[config.mk]
export PLATFORM = sky130hd
export DESIGN_NAME = pdr_remote_io
export DESIGN_NICKNAME = d
export VERILOG_FILES = /design/src/design/pdr_pkg.sv /design/src/design/pdr_remote_io.sv
export SDC_FILE = /design/constraint.sdc
export NUM_CORES = 1
export LEC_CHECK = 0
export ABC_CLOCK_PERIOD_IN_PS = 7800
export BUFFER_PORTS_ARGS = -buffer_cell sky130_fd_sc_hd__clkbuf_2
export CORE_AREA = 2 2 255 257
export DETAILED_ROUTE_END_ITERATION = 12
export DIE_AREA = 0 0 257 259
export PLACE_DENSITY = 0.61
export SLEW_MARGIN = 0
export SYNTH_ARGS = -nofsm -noshare
export SYNTH_HDL_FRONTEND = slang
export SYNTH_SLANG_ARGS = --single-unit
[constraint.sdc]
create_clock -name core_clk -period 7.8 [get_ports core_clk]
set_clock_uncertainty 0.1 [all_clocks]
set_input_delay 1.17 -clock core_clk [delete_from_list [all_inputs] [get_ports core_clk]]
set_output_delay 1.17 -clock core_clk [all_outputs]
set_load 0.02 [all_outputs]
[src/design/pdr_pkg.sv]
// package for the pump drive remote-control block: map, reset values, timing, carriers
// assumes one 100 MHz clock and an avalon-mm master for software access
// Summary of operation
// - venting permitted only while venting enable high
// - motor runs on station, motor, self-test ok
// - motor input toggles motor, never triggers venting
// - station on starts station, acknowledges errors
// - standby input selects standby speed, default 66.7%
// - heating follows heating input
// - sealing-gas valve follows sealing-gas input
// - acknowledge needs high pulse of 500 ms
// - remote priority input makes remote inputs win
// - 2-10 V maps to 20-100%, else nominal
// - speed-reached high at switchpoint, default 80%
// - fault-free output high unless error present
// - priority status output shows remote priority
// - analog output follows rotor speed, full scale
// - relay one active at speed switchpoint
// - relay two active while no malfunction
// - relay three active while warning present
// - serial link 9600 baud, 8N1
// - accept group address 963 and own address
// - input and output functions reconfigurable by software
package pdr_pkg;
	localparam int unsigned CLK_HZ = 100_000_000;
	localparam int unsigned BAUD_RATE = 9600;
	localparam int unsigned BAUD_DIV_CYC = CLK_HZ / BAUD_RATE;
	localparam int unsigned DEBOUNCE_MS = 10;
	localparam int unsigned DEBOUNCE_CYC = DEBOUNCE_MS * (CLK_HZ / 1000);
	localparam int unsigned ACK_MIN_MS = 500;
	localparam int unsigned ACK_MIN_CYC = ACK_MIN_MS * (CLK_HZ / 1000);
	localparam int unsigned GAP_BITS = 20;
	// register byte offsets
	localparam logic [4:0] REG_CMD = 5'h00;
	localparam logic [4:0] REG_MAP = 5'h04;
	localparam logic [4:0] REG_SPEED = 5'h08;
	localparam logic [4:0] REG_ADDR = 5'h0c;
	localparam logic [4:0] REG_STATUS = 5'h10;
	localparam logic [4:0] REG_TXDATA = 5'h14;
	localparam logic [4:0] REG_RXDATA = 5'h18;
	// reset values and speed figures, speeds in permille of nominal
	localparam logic [5:0] CMD_RST = 6'h00;
	localparam logic [12:0] MAP_RST = 13'h0124;
	localparam logic [9:0] STANDBY_RST = 10'd667;
	localparam logic [9:0] SWITCH_RST = 10'd800;
	localparam logic [9:0] ADDR_RST = 10'd1;
	localparam logic [9:0] GROUP_ADDR = 10'd963;
	localparam logic [9:0] SPEED_FULL = 10'd1000;
	localparam logic [15:0] SET_MIN_MV = 16'd2000;
	localparam logic [15:0] MV_PER_PERMILLE = 16'd10;
	// map and speed register field positions
	localparam int unsigned MAP_DO1_LSB = 6;
	localparam int unsigned MAP_DO2_LSB = 8;
	localparam int unsigned MAP_INV_LSB = 10;
	localparam int unsigned SPEED_SW_LSB = 16;
	// functions a configurable input can carry
	typedef enum logic [1:0] {FN_VENT, FN_HEAT, FN_SEAL, FN_NONE} pdr_in_fn_type;
	// sources a configurable output can show
	typedef enum logic [1:0] {SRC_SPEED, SRC_NOFAULT, SRC_WARN, SRC_PRIO} pdr_out_src_type;
	typedef struct packed {
		logic remote_prio;
		logic err_ack;
		logic sealing_gas_input;
		logic heating_input;
		logic standby;
		logic station;
		logic motor;
		logic venting_enable_input;
	} pdr_remote_in_type;
	typedef struct packed {
		logic seal_gas_open;
		logic heating_on;
		logic standby_on;
		logic vent_permit;
		logic station_on;
		logic motor_on;
	} pdr_drive_cmd_type;
	typedef struct packed {
		logic relay3;
		logic relay2;
		logic relay1;
	} pdr_relay_type;
endpackage : pdr_pkg

[src/design/pdr_remote_io.sv]
// remote connector logic of the pump drive: input conditioning, command arbitration,
// status outputs, relays, analog speed paths and the half-duplex 8N1 serial link
// assumes inputs synchronous to core_clk; speed values arrive as permille and millivolts
`timescale 1ns/1ns
module pdr_remote_io import pdr_pkg::*; #(
	parameter int unsigned DEB_CYC = DEBOUNCE_CYC,
	parameter int unsigned ACK_CYC = ACK_MIN_CYC,
	parameter int unsigned BAUD_CYC = BAUD_DIV_CYC
) (
	input wire logic core_clk,
	input wire logic rstn,
	input wire logic [4:0] avs_address,
	input wire logic avs_read,
	input wire logic avs_write,
	input wire logic [31:0] avs_writedata,
	input wire logic [3:0] avs_byteenable,
	output logic [31:0] avs_readdata,
	output logic avs_waitrequest,
	input wire pdr_remote_in_type remote_in,
	input wire logic [15:0] speed_setpoint_input,
	input wire logic self_test_ok,
	input wire logic [9:0] rotor_speed,
	input wire logic error_present,
	input wire logic warning_present,
	output pdr_drive_cmd_type drive_cmd,
	output logic [9:0] speed_target,
	output logic error_ack,
	output logic speed_reached_output,
	output logic fault_free_output,
	output logic remote_prio_output,
	output logic [9:0] speed_analog_output,
	output pdr_relay_type relays,
	input wire logic rs485_rx,
	output logic rs485_tx,
	output logic rs485_tx_oe
);
	typedef enum {RX_IDLE, RX_START, RX_DATA, RX_STOP} pdr_rx_state_type;

	// true when any configurable input carrying function fn is high
	function automatic logic fn_route(input logic [2:0] din, input logic [5:0] map, input pdr_in_fn_type fn);
		logic hit;
		hit = 1'b0;
		for (int i = 0; i < 3; i++) begin
			if (din[i] && map[2*i +: 2] == fn) begin
				hit = 1'b1;
			end
		end
		return hit;
	endfunction : fn_route

	// picks the status bit a configurable output shows
	function automatic logic fn_src(input logic [1:0] sel, input logic [3:0] st);
		return st[sel];
	endfunction : fn_src

	// merges write data into a register under byte enables
	function automatic logic [31:0] fn_be(input logic [31:0] old, input logic [31:0] wd, input logic [3:0] be);
		logic [31:0] res;
		res = old;
		for (int i = 0; i < 4; i++) begin
			if (be[i]) begin
				res[8*i +: 8] = wd[8*i +: 8];
			end
		end
		return res;
	endfunction : fn_be

	logic [7:0] sync1_ff, sync2_ff, deb_ff;
	logic [31:0] deb_cnt_ff [8];
	logic [31:0] ack_cnt_ff;
	logic ack_done_ff, station_q_ff;
	logic [5:0] cmd_ff;
	logic [12:0] map_ff;
	logic [9:0] standby_ff, switch_ff, addr_ff;
	logic wait_ff;
	logic [31:0] rdata_ff;
	pdr_drive_cmd_type drive_ff;
	logic [9:0] target_ff, analog_ff;
	logic ack_pulse_ff, reached_ff, fault_free_ff, prio_ff;
	pdr_relay_type relay_ff;
	logic [9:0] tx_sh_ff;
	logic [3:0] tx_bits_ff;
	logic [31:0] tx_cnt_ff;
	logic tx_ff, tx_oe_ff;
	pdr_rx_state_type rx_state_ff;
	logic rx_s1_ff, rx_s2_ff;
	logic [31:0] rx_cnt_ff, gap_cnt_ff;
	logic [2:0] rx_bit_ff;
	logic [7:0] rx_sh_ff, rx_data_ff;
	logic rx_valid_ff, frame_ok_ff;
	logic [1:0] hdr_idx_ff;
	logic [13:0] addr_acc_ff;

	pdr_remote_in_type rin;
	logic [5:0] eff;
	logic do1_sel, do2_sel, st_speed, st_nofault;
	logic [15:0] set_div;
	logic [9:0] set_permille;
	logic [3:0] stat4;
	logic req_blocked, acc_go, wr_go, rd_go;
	logic byte_done;
	logic [3:0] digit;
	logic [13:0] nxt_addr_acc;

	// 2-flop synchronisers; only the second stage feeds the debouncers
	always_ff @(posedge core_clk or negedge rstn) begin
		if (!rstn) begin
			sync1_ff <= 8'h00;
			sync2_ff <= 8'h00;
		end else begin
			sync1_ff <= remote_in;
			sync2_ff <= sync1_ff;
		end
	end

	// each input must hold a new level for DEB_CYC cycles before it is taken
	always_ff @(posedge core_clk or negedge rstn) begin
		if (!rstn) begin
			deb_ff <= 8'h00;
			for (int i = 0; i < 8; i++) begin
				deb_cnt_ff[i] <= 32'h0;
			end
		end else begin
			for (int i = 0; i < 8; i++) begin
				if (sync2_ff[i] == deb_ff[i]) begin
					deb_cnt_ff[i] <= 32'h0;
				end else if (deb_cnt_ff[i] >= DEB_CYC - 1) begin
					deb_ff[i] <= sync2_ff[i];
					deb_cnt_ff[i] <= 32'h0;
				end else begin
					deb_cnt_ff[i] <= deb_cnt_ff[i] + 32'h1;
				end
			end
		end
	end

	assign rin = pdr_remote_in_type'(deb_ff);

	// remote priority picks the connector, otherwise software commands steer the drive
	always_comb begin
		if (rin.remote_prio) begin
			eff[0] = rin.motor;
			eff[1] = rin.station;
			eff[2] = fn_route({rin.sealing_gas_input, rin.heating_input, rin.venting_enable_input},
				map_ff[5:0], FN_VENT);
			eff[3] = rin.standby;
			eff[4] = fn_route({rin.sealing_gas_input, rin.heating_input, rin.venting_enable_input},
				map_ff[5:0], FN_HEAT);
			eff[5] = fn_route({rin.sealing_gas_input, rin.heating_input, rin.venting_enable_input},
				map_ff[5:0], FN_SEAL);
		end else begin
			eff = cmd_ff;
		end
	end

	// the acknowledge input counts its high time; a short pulse never fires
	always_ff @(posedge core_clk or negedge rstn) begin
		if (!rstn) begin
			ack_cnt_ff <= 32'h0;
			ack_done_ff <= 1'b0;
			station_q_ff <= 1'b0;
			ack_pulse_ff <= 1'b0;
		end else begin
			station_q_ff <= eff[1];
			ack_pulse_ff <= 1'b0;
			if (!(rin.err_ack && rin.remote_prio)) begin
				ack_cnt_ff <= 32'h0;
				ack_done_ff <= 1'b0;
			end else if (!ack_done_ff && ack_cnt_ff >= ACK_CYC - 1) begin
				ack_done_ff <= 1'b1;
				ack_pulse_ff <= 1'b1;
			end else if (!ack_done_ff) begin
				ack_cnt_ff <= ack_cnt_ff + 32'h1;
			end
			if (eff[1] && !station_q_ff) begin
				ack_pulse_ff <= 1'b1;
			end
		end
	end

	// analog setpoint: one permille per 10 mV, nominal below 2 V
	assign set_div = speed_setpoint_input / MV_PER_PERMILLE;
	always_comb begin
		if (speed_setpoint_input < SET_MIN_MV || set_div > {6'h00, SPEED_FULL}) begin
			set_permille = SPEED_FULL;
		end else begin
			set_permille = set_div[9:0];
		end
	end

	assign st_speed = rotor_speed >= switch_ff;
	assign st_nofault = !error_present;
	assign stat4 = {prio_ff, warning_present, st_nofault, st_speed};
	assign do1_sel = fn_src(map_ff[MAP_DO1_LSB +: 2], stat4);
	assign do2_sel = fn_src(map_ff[MAP_DO2_LSB +: 2], stat4);

	// drive commands and speed target, all registered
	always_ff @(posedge core_clk or negedge rstn) begin
		if (!rstn) begin
			drive_ff <= '0;
			target_ff <= SPEED_FULL;
		end else begin
			drive_ff.motor_on <= eff[1] && eff[0] && self_test_ok;
			drive_ff.station_on <= eff[1];
			drive_ff.vent_permit <= eff[2];
			drive_ff.standby_on <= eff[3];
			drive_ff.heating_on <= eff[4];
			drive_ff.seal_gas_open <= eff[5];
			target_ff <= eff[3] ? standby_ff : set_permille;
		end
	end

	// status pins and relays; fault-free resets high so it stands from power-up
	always_ff @(posedge core_clk or negedge rstn) begin
		if (!rstn) begin
			reached_ff <= 1'b0;
			fault_free_ff <= 1'b1;
			prio_ff <= 1'b0;
			analog_ff <= 10'd0;
			relay_ff <= '0;
		end else begin
			reached_ff <= do1_sel;
			fault_free_ff <= do2_sel;
			prio_ff <= rin.remote_prio;
			analog_ff <= (rotor_speed > SPEED_FULL) ? SPEED_FULL : rotor_speed;
			relay_ff.relay1 <= st_speed ^ map_ff[MAP_INV_LSB];
			relay_ff.relay2 <= st_nofault ^ map_ff[MAP_INV_LSB + 1];
			relay_ff.relay3 <= warning_present ^ map_ff[MAP_INV_LSB + 2];
		end
	end

	// bus slave: one wait state per access; a tx write waits while a byte is still going out
	assign req_blocked = avs_write && avs_address == REG_TXDATA && tx_bits_ff != 4'd0;
	assign acc_go = (avs_read || avs_write) && wait_ff && !req_blocked;
	assign wr_go = avs_write && !wait_ff;
	assign rd_go = avs_read && !wait_ff;

	always_ff @(posedge core_clk or negedge rstn) begin
		if (!rstn) begin
			wait_ff <= 1'b1;
			rdata_ff <= 32'h0;
		end else begin
			wait_ff <= !acc_go;
			if (acc_go && avs_read) begin
				case (avs_address)
					REG_CMD: rdata_ff <= {26'h0, cmd_ff};
					REG_MAP: rdata_ff <= {19'h0, map_ff};
					REG_SPEED: rdata_ff <= {6'h0, switch_ff, 6'h0, standby_ff};
					REG_ADDR: rdata_ff <= {22'h0, addr_ff};
					REG_STATUS: rdata_ff <= {12'h0, frame_ok_ff, tx_bits_ff != 4'd0, error_present,
						warning_present, st_speed, prio_ff, deb_ff, drive_ff};
					REG_TXDATA: rdata_ff <= {31'h0, tx_bits_ff != 4'd0};
					REG_RXDATA: rdata_ff <= {23'h0, rx_valid_ff, rx_data_ff};
					default: rdata_ff <= 32'h0;
				endcase
			end
		end
	end

	// software registers: commands, function map, speeds, address
	always_ff @(posedge core_clk or negedge rstn) begin
		if (!rstn) begin
			cmd_ff <= CMD_RST;
			map_ff <= MAP_RST;
			standby_ff <= STANDBY_RST;
			switch_ff <= SWITCH_RST;
			addr_ff <= ADDR_RST;
		end else if (wr_go) begin
			case (avs_address)
				REG_CMD: cmd_ff <= 6'(fn_be({26'h0, cmd_ff}, avs_writedata, avs_byteenable));
				REG_MAP: map_ff <= 13'(fn_be({19'h0, map_ff}, avs_writedata, avs_byteenable));
				REG_SPEED: begin
					standby_ff <= 10'(fn_be({22'h0, standby_ff}, avs_writedata, avs_byteenable));
					switch_ff <= 10'(fn_be({6'h0, switch_ff, 16'h0}, avs_writedata, avs_byteenable) >> 16);
				end
				REG_ADDR: addr_ff <= 10'(fn_be({22'h0, addr_ff}, avs_writedata, avs_byteenable));
				default: ;
			endcase
		end
	end

	// transmitter: start bit, 8 data lsb first, stop bit; drives the line only while sending
	always_ff @(posedge core_clk or negedge rstn) begin
		if (!rstn) begin
			tx_sh_ff <= 10'h3ff;
			tx_bits_ff <= 4'd0;
			tx_cnt_ff <= 32'h0;
			tx_ff <= 1'b1;
			tx_oe_ff <= 1'b0;
		end else if (wr_go && avs_address == REG_TXDATA && avs_byteenable[0]) begin
			tx_sh_ff <= {1'b1, avs_writedata[7:0], 1'b0};
			tx_bits_ff <= 4'd10;
			tx_cnt_ff <= 32'h0;
		end else if (tx_bits_ff != 4'd0) begin
			tx_oe_ff <= 1'b1;
			tx_ff <= tx_sh_ff[0];
			if (tx_cnt_ff >= BAUD_CYC - 1) begin
				tx_cnt_ff <= 32'h0;
				tx_sh_ff <= {1'b1, tx_sh_ff[9:1]};
				tx_bits_ff <= tx_bits_ff - 4'd1;
			end else begin
				tx_cnt_ff <= tx_cnt_ff + 32'h1;
			end
		end else begin
			tx_ff <= 1'b1;
			tx_oe_ff <= 1'b0;
		end
	end

	// receiver line synchroniser
	always_ff @(posedge core_clk or negedge rstn) begin
		if (!rstn) begin
			rx_s1_ff <= 1'b1;
			rx_s2_ff <= 1'b1;
		end else begin
			rx_s1_ff <= rs485_rx;
			rx_s2_ff <= rx_s1_ff;
		end
	end

	// receiver: samples each bit at its middle; a bad stop bit drops the byte
	assign byte_done = rx_state_ff == RX_STOP && rx_cnt_ff >= BAUD_CYC - 1 && rx_s2_ff;
	always_ff @(posedge core_clk or negedge rstn) begin
		if (!rstn) begin
			rx_state_ff <= RX_IDLE;
			rx_cnt_ff <= 32'h0;
			rx_bit_ff <= 3'd0;
			rx_sh_ff <= 8'h00;
		end else begin
			case (rx_state_ff)
				RX_IDLE: begin
					rx_cnt_ff <= 32'h0;
					if (!rx_s2_ff) begin
						rx_state_ff <= RX_START;
					end
				end
				RX_START: begin
					if (rx_cnt_ff >= BAUD_CYC / 2 - 1) begin
						rx_cnt_ff <= 32'h0;
						rx_bit_ff <= 3'd0;
						rx_state_ff <= rx_s2_ff ? RX_IDLE : RX_DATA;
					end else begin
						rx_cnt_ff <= rx_cnt_ff + 32'h1;
					end
				end
				RX_DATA: begin
					if (rx_cnt_ff >= BAUD_CYC - 1) begin
						rx_cnt_ff <= 32'h0;
						rx_sh_ff <= {rx_s2_ff, rx_sh_ff[7:1]};
						rx_bit_ff <= rx_bit_ff + 3'd1;
						if (rx_bit_ff == 3'd7) begin
							rx_state_ff <= RX_STOP;
						end
					end else begin
						rx_cnt_ff <= rx_cnt_ff + 32'h1;
					end
				end
				RX_STOP: begin
					if (rx_cnt_ff >= BAUD_CYC - 1) begin
						rx_state_ff <= RX_IDLE;
					end else begin
						rx_cnt_ff <= rx_cnt_ff + 32'h1;
					end
				end
				default: rx_state_ff <= RX_IDLE;
			endcase
		end
	end

	// frame filter: after an idle gap the first three bytes are decimal address digits
	assign digit = rx_sh_ff[3:0];
	assign nxt_addr_acc = 14'(addr_acc_ff * 14'd10 + {10'h0, digit});
	always_ff @(posedge core_clk or negedge rstn) begin
		if (!rstn) begin
			gap_cnt_ff <= 32'h0;
			hdr_idx_ff <= 2'd0;
			addr_acc_ff <= 14'h0;
			frame_ok_ff <= 1'b0;
			rx_data_ff <= 8'h00;
			rx_valid_ff <= 1'b0;
		end else begin
			if (rx_state_ff != RX_IDLE || !rx_s2_ff) begin
				gap_cnt_ff <= 32'h0;
			end else if (gap_cnt_ff >= GAP_BITS * BAUD_CYC) begin
				hdr_idx_ff <= 2'd0;
				addr_acc_ff <= 14'h0;
				frame_ok_ff <= 1'b0;
			end else begin
				gap_cnt_ff <= gap_cnt_ff + 32'h1;
			end
			if (rd_go && avs_address == REG_RXDATA) begin
				rx_valid_ff <= 1'b0;
			end
			if (byte_done && hdr_idx_ff != 2'd3) begin
				hdr_idx_ff <= hdr_idx_ff + 2'd1;
				addr_acc_ff <= nxt_addr_acc;
				if (hdr_idx_ff == 2'd2) begin
					frame_ok_ff <= nxt_addr_acc == {4'h0, addr_ff} ||
						nxt_addr_acc == {4'h0, GROUP_ADDR};
				end
			end else if (byte_done && frame_ok_ff) begin
				rx_data_ff <= rx_sh_ff;
				rx_valid_ff <= 1'b1; // set wins over the read clear
			end
		end
	end

	assign avs_readdata = rdata_ff;
	assign avs_waitrequest = wait_ff;
	assign drive_cmd = drive_ff;
	assign speed_target = target_ff;
	assign error_ack = ack_pulse_ff;
	assign speed_reached_output = reached_ff;
	assign fault_free_output = fault_free_ff;
	assign remote_prio_output = prio_ff;
	assign speed_analog_output = analog_ff;
	assign relays = relay_ff;
	assign rs485_tx = tx_ff;
	assign rs485_tx_oe = tx_oe_ff;
endmodule : pdr_remote_io

Yosys cells after proc, flatten, opt, wreduce, memory -nomap -nowiden

Cells that the tools add are included.

Word-level logic and storage cells: 310
Output and inout port bits: 68
Flip-flop bits (word level): 611

$mul: 1
Eq/ne operators: 40
Divide/modulo/power cells: 1
Reductions and logical operators: 76
Order comparisons: 19
Mux-type cells: 82
Add/sub/neg operators: 16
Bitwise logic cells: 12

Operator list:

| operator              | number |
|---|---|
| $mux 32               | 32 |
| $add 32x1->32 const B | 12 |
| $ge 32x20->1 const B  | 8 |
| $pmux 32 s4           | 2 |
| $pmux 26 s7           | 1 |
| $eq 32x2->1 const B   | 2 |
| $ge 32x14->1 const B  | 2 |
| $mux 10               | 6 |
| $mux 14               | 3 |
| $eq 32x1->1 const B   | 1 |
| $eq 32x3->1 const B   | 1 |
| $ge 32x13->1 const B  | 1 |
| $ge 32x18->1 const B  | 1 |
| $ge 32x26->1 const B  | 1 |
| $logic_not 32->1      | 1 |
| $reduce_bool 32->1    | 1 |
| $reduce_and 3->1      | 10 |
| $logic_and 1x1->1     | 28 |
| $reduce_and 2->1      | 14 |
| $mux 1                | 25 |
| $ne 2x2->1 const B    | 10 |
| $div 16x4->16 const B | 1 |
| $gt 16x10->1 const B  | 1 |
| $lt 16x11->1 const B  | 1 |
| other kinds (33)      | 82 |

Longest topological paths before layout

Gate-level depths: netlist of run 1.

Word-level depth: 8
Gate-level depth with buffers: 22

Least setup slack after synthesis of run 1

No wires, ideal clock.

Path type: input-to-reg
Start point: input speed_setpoint_input[14]
End point: register target_ff[0] (netlist: speed_target[0])
Stages on the path: 18
Arrival: 5.333 ns
Path slack: 2.241 ns
Path buffers: 2
Required time: 7.574 ns
Cell sequence: buf_4 xnor2_1 a31o_1 nor2_1 or3_1 and4_1 a22o_1 buf_6 mux2_4 or4_4 a221o_1 a31o_1 and2_4 nor3_1 nor4_1 a31o_1 maj3_2 a221o_1

Cells in the longest elaborated chain, start to end: 5
Elaborated cells between the ends (all ways): 6
Classes of those cells: div: 1; order compare: 2; mux: 2; reduce/logical: 1

Ends and longest elaborated chain:

| element                | RTL line             | text |
|---|---|---|
| start: declaration     | pdr_remote_io.sv:20  | `input wire logic [15:0] speed_setpoint_input,` |
| $div 16x4->16          | pdr_remote_io.sv:182 | `assign set_div = speed_setpoint_input / MV_PER_PERMILLE;` |
| $gt 16x10->1           | pdr_remote_io.sv:184 | `if (speed_setpoint_input < SET_MIN_MV \|\| set_div > {6'h00, SPEED_FULL}) begin` |
| $logic_or 1x1->1       | pdr_remote_io.sv:184 |  |
| $mux 10 *              | pdr_remote_io.sv:184 |  |
| $mux 10 *              | pdr_remote_io.sv:209 | `target_ff <= eff[3] ? standby_ff : set_permille;` |
| end signal: assignment | pdr_remote_io.sv:209 |  |
| end: declaration       | pdr_remote_io.sv:78  | `logic [9:0] target_ff, analog_ff;` |

Every way passes the cells marked *; elsewhere a longest branch is shown, timed or not.
A chain may end at the register's enable or synchronous reset.

Worst setup path in the final report of run 1

Start point: input speed_setpoint_input[12]
End point: register target_ff[0] (netlist: speed_target[0])

Same word-level chain as after synthesis.

==> results of run 1 <==
==> cell type report <==
class / instances / area, um2 / share of cell area [%]
Timing Repair Buffer: 149 / 818.3 / 2.677
Clock buffer: 83 / 1719 / 5.625
Inverter: 46 / 172.7 / 0.5649
Antenna cell: 6 / 15.01 / 0.04912
Multi-Input combinational cell: 1926 / 11900 / 38.92
Clock inverter: 31 / 494.2 / 1.617
Sequential cell: 573 / 14380 / 47.05
Tap cell: 855 / 1070 / 3.500
==> worst paths after layout <==
check / start / to / cells after the start
max in group asynchronous: rstn / speed_analog_output[0] / 2
setup / recovery: speed_setpoint_input[12] / speed_target[0] / 18
min in group asynchronous: rstn / deb_cnt_ff[167] / 1
hold / removal: sync1_ff[5] / sync2_ff[5] / 0
setup reg to reg: ack_cnt_ff[28] / ack_cnt_ff[30] / 9
hold reg to reg: sync1_ff[5] / sync2_ff[5] / 0
==> sequential cells by signal, indices dropped and copies added (netlist names), 4 cells and up <==
register / count
ack_cnt_ff: 32
addr_acc_ff: 13
addr_ff: 10
avs_readdata: 26
cmd_ff: 6
deb_cnt_ff: 256
deb_ff: 8
drive_cmd: 6
gap_cnt_ff: 32
map_ff: 13
rx_cnt_ff: 32
rx_data_ff: 8
rx_sh_ff: 8
speed_analog_output: 10
speed_target: 10
standby_ff: 10
switch_ff: 10
sync1_ff: 8
sync2_ff: 8
tx_bits_ff: 4
tx_cnt_ff: 32
tx_sh_ff: 9
==> through the flow <==
step / utilization [%] / hold slack (ns) / cell area, um2 / power [uW] / setup WS (ns)
2_1_floorplan: - / 0.2312 / 26860 / 3598 / 2.241
3_3_place_gp: 44.36 / 0.2357 / 28340 / 3808 / 1.329
3_5_place_dp: 44.36 / 0.2357 / 28340 / 3825 / 1.266
4_1_cts: 47.82 / 0.2503 / 30550 / 6993 / 1.932
5_1_grt: 47.83 / 0.2636 / 30560 / 7205 / 1.392
6_report: 47.84 / 0.2494 / 30560 / 6901 / 1.815
==> worst register-to-register path, stage by stage (launching register included) <==
cell	delay [ns]
sky130_fd_sc_hd__dfrtp_1	0.40
sky130_fd_sc_hd__or4_1	0.55
sky130_fd_sc_hd__a2111oi_0	0.40
sky130_fd_sc_hd__o31ai_1	0.18
sky130_fd_sc_hd__nor2_1	0.37
sky130_fd_sc_hd__o2111ai_1	0.38
sky130_fd_sc_hd__or2_2	0.47
sky130_fd_sc_hd__nor4_1	0.74
sky130_fd_sc_hd__a31oi_1	0.20
sky130_fd_sc_hd__nor2_1	0.13
==> per-layer routing <==
layer  vias to the layer above  track usage, %  wire length (um)
li1                       9279               -                 -
met1                      9474           23.93             26920
met2                       367           28.80             27510
met3                       103           4.208              3357
met4                         6           5.782              1564
met5                         -               0                35
==> layout by cell type (no fill, tap or decap), types with 46 or more instances in the layout <==
master / instances
sky130_fd_sc_hd__nand2_1: 209
sky130_fd_sc_hd__dfrtp_1: 540
sky130_fd_sc_hd__mux2_2: 79
sky130_fd_sc_hd__and3_1: 98
sky130_fd_sc_hd__nand4_1: 46
sky130_fd_sc_hd__xor2_1: 131
sky130_fd_sc_hd__ha_1: 50
sky130_fd_sc_hd__nor4_1: 52
sky130_fd_sc_hd__inv_1: 46
sky130_fd_sc_hd__nand3_1: 110
sky130_fd_sc_hd__nor2_1: 358
sky130_fd_sc_hd__xnor2_1: 94
sky130_fd_sc_hd__clkbuf_2: 133
sky130_fd_sc_hd__a21oi_1: 62
sky130_fd_sc_hd__clkbuf_16: 61
sky130_fd_sc_hd__conb_1: 102
sky130_fd_sc_hd__o21ai_0: 119
==> power breakdown <==
part | leakage [uW] | internal, uW | switching (uW)
sequential | 0.00752 | 3110 | 80.4
clock | 0.00108 | 1910 | 1220
combinational | 0.00510 | 207 | 377
==> kinds of logic (layout without fill, tap and decap cells) <==
logic type,Yosys count,after routing,synth area share (%)
buf+inv,142,309,2.282
xor+xnor,225,225,7.441
mux,102,102,4.342
flops,573,573,54.30
fa+ha+maj,54,54,2.594
other cells,1,108,0.01416
compound gates,377,377,9.477
simple gates,1066,1066,19.55
==> run_summary.xml, run 1 <==
<?xml version="1.0" encoding="UTF-8"?>
<metrics>
  <group name="routing">
    <metric name="post_drt_wl_per_cell" unit="um">16.19</metric>
    <metric name="detailedRoute.firstPassIterationCount" unit="">5</metric>
    <metric name="route.antenna.remaining_nets" unit="">0</metric>
    <metric name="drc" unit="">0</metric>
    <metric name="total_number_of_vias" unit="">19230</metric>
    <metric name="detailed_route_wl" unit="mm">59.39</metric>
    <metric name="detail_route.iter0.violations" unit="">1346</metric>
    <metric name="viasPerCell" unit="">5.241</metric>
  </group>
  <group name="sta">
    <metric name="rsz_0062_raised_after_global_routing" unit="">false</metric>
    <metric name="post-route-period-util" unit="%">76.73</metric>
    <metric name="fin_tns_setup" unit="ns">0</metric>
    <metric name="clock.fmax" unit="MHz">167.1</metric>
    <metric name="finalSetupViolations" unit="">0</metric>
    <metric name="finalCriticalPeriod" unit="ns">5.985</metric>
    <metric name="timing.max_slew.rel_slack" unit="%">16.93</metric>
    <metric name="hold_violations" unit="">0</metric>
    <metric name="drv_slew" unit="">0</metric>
    <metric name="worst_slew_pin_slew" unit="ns">1.236</metric>
  </group>
  <group name="setup_path">
    <metric name="worst-endpoint-required" unit="ns">8.21</metric>
    <metric name="element_type_at_the_critical_path_start" unit="">input pin</metric>
    <metric name="crit_path_max_incr_delay" unit="ns">0.67</metric>
    <metric name="critical_path_class" unit="">input pin to flop</metric>
    <metric name="path_delay_family" unit="">compound AO/OA/AOI/OAI gates</metric>
    <metric name="rrSetupSlack" unit="ns">3.82</metric>
    <metric name="path_cells" unit="">clkbuf_2, nor2b_1, a211oi_1, o31ai_2, o2111ai_1, and4_1, a22oi_1, mux2i_1, nor2_1, a31oi_1, nor3_2, buf_4, nand4_1, o21ai_0, nor4_1, a31o_1, maj3_2, a221o_1</metric>
    <metric name="crit_slowest_cell" unit="">sky130_fd_sc_hd__a22oi_1</metric>
    <metric name="worstPathArrival" unit="ns">6.39</metric>
    <metric name="timing.critical_path.fanout_max" unit="">24</metric>
    <metric name="critPathBufInv" unit="">2</metric>
    <metric name="critical_path.endpoint_type" unit="">flop</metric>
  </group>
  <group name="power">
    <metric name="power_leakage" unit="uW">0.01369</metric>
    <metric name="vdd_ir_drop_max" unit="mV">0.1599</metric>
    <metric name="power.density" unit="nW/um2">225.8</metric>
  </group>
  <group name="synth">
    <metric name="postSynthCellCount" unit="">2540</metric>
    <metric name="netlist_top_cells_count" unit="">540 x sky130_fd_sc_hd__dfrtp_1, 359 x sky130_fd_sc_hd__nor2_1, 210 x sky130_fd_sc_hd__nand2_1</metric>
    <metric name="ys_seq_area_share" unit="%">54.30</metric>
    <metric name="synth_area_per_cell" unit="um2">10.43</metric>
    <metric name="netlist_top_cells_area" unit="">sky130_fd_sc_hd__dfrtp_1 51%, sky130_fd_sc_hd__nor2_1 5.1%, sky130_fd_sc_hd__xor2_1 4.3%</metric>
    <metric name="synthesis.area" unit="um2">26480</metric>
    <metric name="synth_top_area_share" unit="%">51.02</metric>
    <metric name="synth_edf_count" unit="">0</metric>
    <metric name="asyncSetResetFlopFracSynth" unit="%">100.0</metric>
    <metric name="synth.ff_latch_count" unit="">573</metric>
    <metric name="most_instantiated_flip_flop_cell_in_the_synthesis_netlist" unit="">sky130_fd_sc_hd__dfrtp_1</metric>
    <metric name="synthDominantAreaCellType" unit="">sky130_fd_sc_hd__dfrtp_1</metric>
    <metric name="yosys.cell_types.count" unit="">94</metric>
    <metric name="synthMostInstantiatedCell" unit="">sky130_fd_sc_hd__dfrtp_1</metric>
    <metric name="ys.warnings.count" unit="">0</metric>
  </group>
  <group name="clocking">
    <metric name="cts_inserted_buffers" unit="">61</metric>
    <metric name="ctsRootBufferMaster" unit="">sky130_fd_sc_hd__clkbuf_16</metric>
    <metric name="clock_slew_seen_by_the_registers_of_the_worst_setup_and_hold_paths" unit="ns">0.06</metric>
    <metric name="holdBufCountCts" unit="">0</metric>
    <metric name="worst_skew_pair.late_latency" unit="ns">0.63</metric>
    <metric name="cts-resized-gates" unit="">0</metric>
    <metric name="cts.sink_count" unit="">573</metric>
    <metric name="tritoncts" unit="">done</metric>
    <metric name="cts_post_setup_buffers_inserted" unit="">0</metric>
    <metric name="max-clock-path-buffers" unit="">3</metric>
    <metric name="h_tree_levels" unit="">2</metric>
  </group>
  <group name="placed_design">
    <metric name="io_buffer_count" unit="">134</metric>
    <metric name="dp.cells" unit="">3549</metric>
    <metric name="place.gp.congestion" unit="">0.8443</metric>
    <metric name="dp.final_hpwl" unit="mm">41.35</metric>
  </group>
  <group name="global_routing">
    <metric name="overflow" unit="">0</metric>
    <metric name="grt_use_total" unit="%">17.89</metric>
    <metric name="antenna_violations_before_repair" unit="">9</metric>
    <metric name="grt_pass1_wl" unit="mm">97.72</metric>
    <metric name="grt_pass1_vias" unit="">19130</metric>
    <metric name="grt_max_degree" unit="">167</metric>
  </group>
  <group name="die">
    <metric name="effective_utilization_at_floorplan" unit="%">41.46</metric>
    <metric name="floorplan.core_area" unit="um2">63880</metric>
    <metric name="ioPinCount" unit="">151</metric>
    <metric name="dieWidth" unit="um">257</metric>
    <metric name="die_area" unit="um2">66560</metric>
    <metric name="die-height" unit="um">259</metric>
    <metric name="std_cell_rows" unit="">93</metric>
  </group>
  <group name="cells_and_area">
    <metric name="synthToLayoutAreaGrowth" unit="%">15.41</metric>
    <metric name="num-fill-cells" unit="">5734</metric>
    <metric name="drive_above_1_share" unit="%">14.03</metric>
    <metric name="design.final.nets" unit="">2892</metric>
    <metric name="post_layout_nonfiller_instances" unit="">3669</metric>
  </group>
  <group name="status">
    <metric name="status" unit="">completed</metric>
  </group>
  <group name="run">
    <metric name="maxCapViolCount" unit="">0</metric>
  </group>
  <group name="hold_path">
    <metric name="hold_path.class" unit="">flop to flop</metric>
  </group>
</metrics>
(Power assumes the default switching activity.)
==> run 2: changes to the inputs <==
ABC_CLOCK_PERIOD_IN_PS = 6050   (was 7800)
clock period = 6.05 ns   (was 7.8 ns; I/O delays follow)
==> run_summary.xml, run 2 (synthesis gave the netlist of run 1 again) <==
<?xml version="1.0" encoding="UTF-8"?>
<metrics>
  <group name="status">
    <metric name="status" unit="">completed</metric>
  </group>
  <group name="die">
    <metric name="die-height" unit="um">259</metric>
    <metric name="floorplan.core_area" unit="um2">63880</metric>
    <metric name="ioPinCount" unit="">151</metric>
    <metric name="dieWidth" unit="um">257</metric>
    <metric name="die_area" unit="um2">66560</metric>
    <metric name="std_cell_rows" unit="">93</metric>
    <metric name="effective_utilization_at_floorplan" unit="%">41.46</metric>
  </group>
  <group name="power">
    <metric name="power_leakage" unit="uW">0.01375</metric>
    <metric name="power.density" unit="nW/um2">288.9</metric>
    <metric name="vdd_ir_drop_max" unit="mV">0.1801</metric>
  </group>
  <group name="setup_path">
    <metric name="critical_path_depth" unit="">17</metric>
    <metric name="path_cells" unit="">clkbuf_2, xnor2_1, a22oi_2, o22ai_1, nor2_1, a211o_1, a22o_1, mux2_4, or4_4, a2111oi_2, nor3_2, buf_4, or2_2, o211ai_1, a211oi_2, mux2i_1, a221o_1</metric>
    <metric name="path_delay_family" unit="">compound AO/OA/AOI/OAI gates</metric>
    <metric name="worst-endpoint-required" unit="ns">6.42</metric>
    <metric name="critPathBufInv" unit="">2</metric>
    <metric name="element_type_at_the_critical_path_start" unit="">input pin</metric>
    <metric name="rrSetupSlack" unit="ns">2.10</metric>
    <metric name="worstPathArrival" unit="ns">5.64</metric>
    <metric name="critical_path_class" unit="">input pin to flop</metric>
    <metric name="worst_r2r_path_depth" unit="">9</metric>
    <metric name="reg2reg_from" unit="">ack_cnt_ff[28]</metric>
    <metric name="timing.critical_path.fanout_max" unit="">19</metric>
    <metric name="crit_path_max_incr_delay" unit="ns">0.56</metric>
    <metric name="critical_path.endpoint_type" unit="">flop</metric>
    <metric name="critical_path.startpoint" unit="">speed_setpoint_input[12]</metric>
    <metric name="crit_slowest_cell" unit="">sky130_fd_sc_hd__or4_4</metric>
    <metric name="crit-reg2reg-capture" unit="">ack_cnt_ff[24]</metric>
  </group>
  <group name="hold_path">
    <metric name="hold_path.class" unit="">flop to flop</metric>
    <metric name="min_from" unit="">sync1_ff[3]</metric>
    <metric name="worstHoldEndpoint" unit="">sync2_ff[3]</metric>
    <metric name="worst_hold_path.num_cells" unit="">0</metric>
  </group>
  <group name="cells_and_area">
    <metric name="reg_with_most_ffs" unit="">deb_cnt_ff</metric>
    <metric name="largest_register_ff_count" unit="">256</metric>
    <metric name="layout.cells.most_common" unit="">sky130_fd_sc_hd__dfrtp_1</metric>
    <metric name="synthToLayoutAreaGrowth" unit="%">15.56</metric>
    <metric name="design.final.nets" unit="">2910</metric>
    <metric name="sequential_cell_area" unit="um2">14380</metric>
    <metric name="drive_above_1_share" unit="%">14.38</metric>
    <metric name="multiInputGateArea" unit="um2">11900</metric>
    <metric name="num-fill-cells" unit="">5796</metric>
    <metric name="final_design_area_no_fill" unit="um2">30610</metric>
    <metric name="mostFrequentLayoutCells" unit="">540 x sky130_fd_sc_hd__dfrtp_1, 358 x sky130_fd_sc_hd__nor2_1, 209 x sky130_fd_sc_hd__nand2_1, 133 x sky130_fd_sc_hd__clkbuf_2, 131 x sky130_fd_sc_hd__xor2_1</metric>
  </group>
  <group name="global_routing">
    <metric name="antenna_violations_before_repair" unit="">11</metric>
    <metric name="grt_use_total" unit="%">18.31</metric>
    <metric name="overflow" unit="">0</metric>
    <metric name="grt_pass1_wl" unit="mm">99.73</metric>
    <metric name="grt_pass1_vias" unit="">19470</metric>
    <metric name="grt_max_degree" unit="">147</metric>
  </group>
  <group name="clocking">
    <metric name="clock_slew_seen_by_the_registers_of_the_worst_setup_and_hold_paths" unit="ns">0.06</metric>
    <metric name="cts-resized-gates" unit="">0</metric>
    <metric name="h_tree_levels" unit="">3</metric>
    <metric name="max-clock-path-buffers" unit="">3</metric>
    <metric name="ctsRootBufferMaster" unit="">sky130_fd_sc_hd__clkbuf_16</metric>
    <metric name="tritoncts" unit="">done</metric>
    <metric name="holdBufCountCts" unit="">0</metric>
    <metric name="worst_skew_pair.late_latency" unit="ns">0.59</metric>
    <metric name="cts_inserted_buffers" unit="">66</metric>
    <metric name="cts_post_setup_buffers_inserted" unit="">0</metric>
    <metric name="cts.sink_count" unit="">573</metric>
  </group>
  <group name="sta">
    <metric name="drv_slew" unit="">0</metric>
    <metric name="finalSetupViolations" unit="">0</metric>
    <metric name="rsz_0062_raised_after_global_routing" unit="">false</metric>
    <metric name="hold_violations" unit="">0</metric>
    <metric name="finalCriticalPeriod" unit="ns">5.268</metric>
    <metric name="worst_slew_pin_slew" unit="ns">1.223</metric>
    <metric name="post-route-period-util" unit="%">87.08</metric>
    <metric name="timing.max_slew.rel_slack" unit="%">17.83</metric>
    <metric name="clock.fmax" unit="MHz">189.8</metric>
    <metric name="fin_tns_setup" unit="ns">0</metric>
  </group>
  <group name="placed_design">
    <metric name="io_buffer_count" unit="">134</metric>
    <metric name="place.gp.congestion" unit="">0.8423</metric>
    <metric name="dp.final_hpwl" unit="mm">41.85</metric>
    <metric name="placedInstanceArea" unit="um2">28450</metric>
  </group>
  <group name="routing">
    <metric name="detailedRoute.firstPassIterationCount" unit="">5</metric>
    <metric name="post_drt_wl_per_cell" unit="um">16.30</metric>
    <metric name="viasPerCell" unit="">5.227</metric>
    <metric name="drc" unit="">0</metric>
    <metric name="detailed_route_wl" unit="mm">60.02</metric>
    <metric name="route.antenna.remaining_nets" unit="">0</metric>
    <metric name="detail_route.iter0.violations" unit="">1361</metric>
    <metric name="total_number_of_vias" unit="">19250</metric>
  </group>
  <group name="run">
    <metric name="maxCapViolCount" unit="">0</metric>
  </group>
</metrics>
-- run 2: how the worst max path moves through the flow --
stage,slack [ns],endpoint
after detailed placement,0.21,speed_target[1]
final,0.78,speed_target[1]
after global routing,0.47,speed_target[0]
after CTS,0.84,speed_target[1]
after floorplan,0.75,speed_target[0]
after global placement,0.32,speed_target[0]
-- run 2: layout make-up --
class,count,share of cell area [%]
Sequential cell,573,46.98
Timing Repair Buffer,162,3.033
Multi-Input combinational cell,1926,38.87
Clock inverter,29,1.141
Inverter,46,0.5642
Clock buffer,87,5.883
Tap cell,855,3.495
Antenna cell,4,0.03271
-- run 2: report_power, final --
part           internal, uW  switching, uW  total, uW
Combinational           283            491        774
Sequential             4010            101       4110
Clock                  2400           1560       3960
-- run 2: metal layers --
metal | vias to the layer above | wire, um | global-route usage, % | part of all wire, %
met3 | 130 | 2733 | 4.052 | 4.6
met4 | 14 | 2044 | 6.944 | 3.4
met5 | - | 88 | 0 | 0.15
li1 | 9320 | - | - | -
met1 | 9469 | 27330 | 24.41 | 46
met2 | 312 | 27820 | 29.28 | 46
-- run 2: per-stage QoR --
stage / total power (uW) / utilization (%) / setup slack [ns] / cells / hold WS [ns]
2_1_floorplan: 4639 / - / 0.7535 / 2641 / 0.2312
3_3_place_gp: 4934 / 44.53 / 0.3183 / 3562 / 0.2341
3_5_place_dp: 4954 / 44.53 / 0.2071 / 3562 / 0.2358
4_1_cts: 8955 / 47.89 / 0.8412 / 3678 / 0.2479
5_1_grt: 9237 / 47.91 / 0.4717 / 3682 / 0.2508
6_report: 8843 / 47.91 / 0.7816 / 3682 / 0.2472
==> run 3: changes to the inputs <==
ABC_CLOCK_PERIOD_IN_PS = 4450   (was 6050)
PLACE_DENSITY = 0.63   (was 0.61)
TNS_END_PERCENT = 100   (was default)
clock period = 4.45 ns   (was 6.05 ns; I/O delays follow)
==> run_summary.xml, run 3 (synthesis gave the netlist of run 1 again) <==
<?xml version="1.0" encoding="UTF-8"?>
<metrics>
  <group name="placed_design">
    <metric name="io_buffer_count" unit="">134</metric>
    <metric name="dp.final_hpwl" unit="mm">43.89</metric>
    <metric name="dp.cells" unit="">3659</metric>
    <metric name="place.gp.congestion" unit="">0.8200</metric>
  </group>
  <group name="clocking">
    <metric name="max-clock-path-buffers" unit="">3</metric>
    <metric name="cts_inserted_buffers" unit="">61</metric>
    <metric name="cts.sink_count" unit="">573</metric>
    <metric name="clock_slew_seen_by_the_registers_of_the_worst_setup_and_hold_paths" unit="ns">0.06</metric>
    <metric name="h_tree_levels" unit="">2</metric>
    <metric name="worst_skew_pair.late_latency" unit="ns">0.64</metric>
    <metric name="tritoncts" unit="">done</metric>
    <metric name="ctsRootBufferMaster" unit="">sky130_fd_sc_hd__clkbuf_16</metric>
  </group>
  <group name="global_routing">
    <metric name="grt_use_total" unit="%">18.70</metric>
    <metric name="grt_pass1_wl" unit="mm">101.9</metric>
    <metric name="grt_pass1_vias" unit="">19740</metric>
    <metric name="grt_max_degree" unit="">116</metric>
    <metric name="antenna_violations_before_repair" unit="">2</metric>
    <metric name="overflow" unit="">0</metric>
  </group>
  <group name="setup_path">
    <metric name="critical_path.endpoint_type" unit="">flop</metric>
    <metric name="element_type_at_the_critical_path_start" unit="">input pin</metric>
    <metric name="worstPathArrival" unit="ns">4.91</metric>
    <metric name="worst-endpoint-required" unit="ns">4.83</metric>
    <metric name="timing.critical_path.fanout_max" unit="">17</metric>
    <metric name="critical_path_class" unit="">input pin to flop</metric>
  </group>
  <group name="cells_and_area">
    <metric name="largest_register_ff_count" unit="">256</metric>
    <metric name="post-route-util" unit="%">50.00</metric>
    <metric name="post_layout_nonfiller_instances" unit="">3791</metric>
    <metric name="sequential_cell_area" unit="um2">14380</metric>
    <metric name="multiInputGateArea" unit="um2">12170</metric>
    <metric name="num-fill-cells" unit="">5704</metric>
    <metric name="design.final.nets" unit="">3018</metric>
    <metric name="layout.cells.most_common" unit="">sky130_fd_sc_hd__dfrtp_1</metric>
    <metric name="mostFrequentLayoutCells" unit="">540 x sky130_fd_sc_hd__dfrtp_1, 355 x sky130_fd_sc_hd__nor2_1, 210 x sky130_fd_sc_hd__nand2_1, 131 x sky130_fd_sc_hd__xor2_1</metric>
    <metric name="synthToLayoutAreaGrowth" unit="%">20.60</metric>
    <metric name="reg_with_most_ffs" unit="">deb_cnt_ff</metric>
    <metric name="drive_above_1_share" unit="%">18.67</metric>
  </group>
  <group name="sta">
    <metric name="finalCriticalPeriod" unit="ns">4.534</metric>
    <metric name="timing.max_slew.rel_slack" unit="%">36.11</metric>
    <metric name="drv_slew" unit="">0</metric>
    <metric name="finalSetupViolations" unit="">2</metric>
    <metric name="worst_slew_pin_slew" unit="ns">0.9584</metric>
    <metric name="rsz_0062_raised_after_global_routing" unit="">true</metric>
    <metric name="timing.final.ws_setup" unit="ns">-0.08367</metric>
    <metric name="clock.fmax" unit="MHz">220.6</metric>
    <metric name="finalHoldWorstSlack" unit="ns">-0.04111</metric>
    <metric name="post-route-period-util" unit="%">101.9</metric>
    <metric name="hold_violations" unit="">6</metric>
  </group>
  <group name="die">
    <metric name="dieWidth" unit="um">257</metric>
    <metric name="ioPinCount" unit="">151</metric>
    <metric name="effective_utilization_at_floorplan" unit="%">41.46</metric>
    <metric name="die-height" unit="um">259</metric>
    <metric name="std_cell_rows" unit="">93</metric>
    <metric name="floorplan.core_area" unit="um2">63880</metric>
    <metric name="die_area" unit="um2">66560</metric>
  </group>
  <group name="routing">
    <metric name="drc" unit="">0</metric>
    <metric name="total_number_of_vias" unit="">19790</metric>
    <metric name="route.antenna.remaining_nets" unit="">0</metric>
    <metric name="viasPerCell" unit="">5.220</metric>
    <metric name="detailedRoute.firstPassIterationCount" unit="">7</metric>
    <metric name="detail_route.iter0.violations" unit="">1249</metric>
    <metric name="post_drt_wl_per_cell" unit="um">16.43</metric>
    <metric name="detailed_route_wl" unit="mm">62.29</metric>
  </group>
  <group name="status">
    <metric name="failed_checks" unit="">negative hold slack, negative setup slack</metric>
    <metric name="status" unit="">complete, but fails checks</metric>
  </group>
  <group name="power">
    <metric name="power.density" unit="nW/um2">391.4</metric>
    <metric name="power_leakage" unit="uW">0.01443</metric>
    <metric name="total_power" unit="uW">12500</metric>
    <metric name="vdd_ir_drop_max" unit="mV">0.3568</metric>
  </group>
  <group name="hold_path">
    <metric name="hold_path.class" unit="">input pin to async pin</metric>
  </group>
  <group name="run">
    <metric name="maxCapViolCount" unit="">0</metric>
  </group>
</metrics>
## run 3: through the flow
stage / setup WS, ns / cell area [um2] / setup TNS (ns)
2_1_floorplan: -0.3956 / 27010 / -1.127
3_3_place_gp: -0.8921 / 29300 / -5.913
6_report: -0.08367 / 31940 / -0.1303
4_1_cts: -0.004516 / 31760 / -0.004516
3_5_place_dp: -0.9460 / 29300 / -6.385
5_1_grt: -0.1674 / 31940 / -0.3122
## run 3: repair_timing
action,4_1_cts,5_1_grt
endpoints found under the hold margin,7,0
resized for setup,18,23
setup endpoints to repair,2,6
pin swaps,7,6
hold buffers,7,0
cloned,0,1
setup buffers,2,6
## run 3: worst max-delay path, cell delays in order
cell and delay, ns:
sky130_fd_sc_hd__clkbuf_8 0.17, sky130_fd_sc_hd__nor2b_1 0.15, sky130_fd_sc_hd__a211oi_2 0.27, sky130_fd_sc_hd__o31ai_4 0.14
sky130_fd_sc_hd__or3_1 0.32, sky130_fd_sc_hd__and4_4 0.20, sky130_fd_sc_hd__a22o_4 0.26, sky130_fd_sc_hd__mux2_4 0.31
sky130_fd_sc_hd__or4_4 0.47, sky130_fd_sc_hd__a2111oi_4 0.43, sky130_fd_sc_hd__nor3_4 0.10, sky130_fd_sc_hd__buf_4 0.15
sky130_fd_sc_hd__nand4_1 0.08, sky130_fd_sc_hd__o21ai_0 0.11, sky130_fd_sc_hd__nor4_1 0.33, sky130_fd_sc_hd__a31o_1 0.27
sky130_fd_sc_hd__o31ai_1 0.09, sky130_fd_sc_hd__a221o_1 0.36
## run 3: path summary, 6_finish.rpt
kind / startpoint / end / slack (ns) / cells after the start
worst max-delay path: speed_setpoint_input[12] / speed_target[0] / -0.08 / 18
worst min-delay path: rstn / deb_cnt_ff[77] / -0.04 / 1
worst max register to register: ack_cnt_ff[28] / ack_cnt_ff[29] / 0.68 / 12
worst min register to register: sync1_ff[7] / sync2_ff[7] / 0.25 / 0
max in group asynchronous: rstn / switch_ff[5] / 3.07 / 2
min in group core_clk: remote_in[3] / sync1_ff[3] / 0.05 / 1
## run 3: cell type report
cell class,instances,share of cell area (%)
tap,855,3.349
antenna,1,0.007835
clock buffer,85,5.437
inverter,46,0.5406
timing repair buffer,274,5.825
multi-input combinational,1927,38.11
clock inverter,30,1.712
sequential,573,45.02
## run 3: where the power goes
| group | total (uW) | switching (uW) | internal [uW] |
|---|---|---|---|
| Clock | 5630 | 2140 | 3490 |
| Combinational | 1270 | 733 | 540 |
| Sequential | 5600 | 149 | 5450 |
| Total | 12500 | 3030 | 9480 |
## run 3: layer usage
| metal | global-route usage (%) | up-vias | routed length (um) |
|---|---|---|---|
| li1 | - | 9542 | - |
| met1 | 25.89 | 9757 | 28900 |
| met2 | 30.24 | 394 | 28830 |
| met3 | 3.495 | 92 | 3171 |
| met4 | 4.958 | 4 | 1371 |
| met5 | 0 | - | 26 |
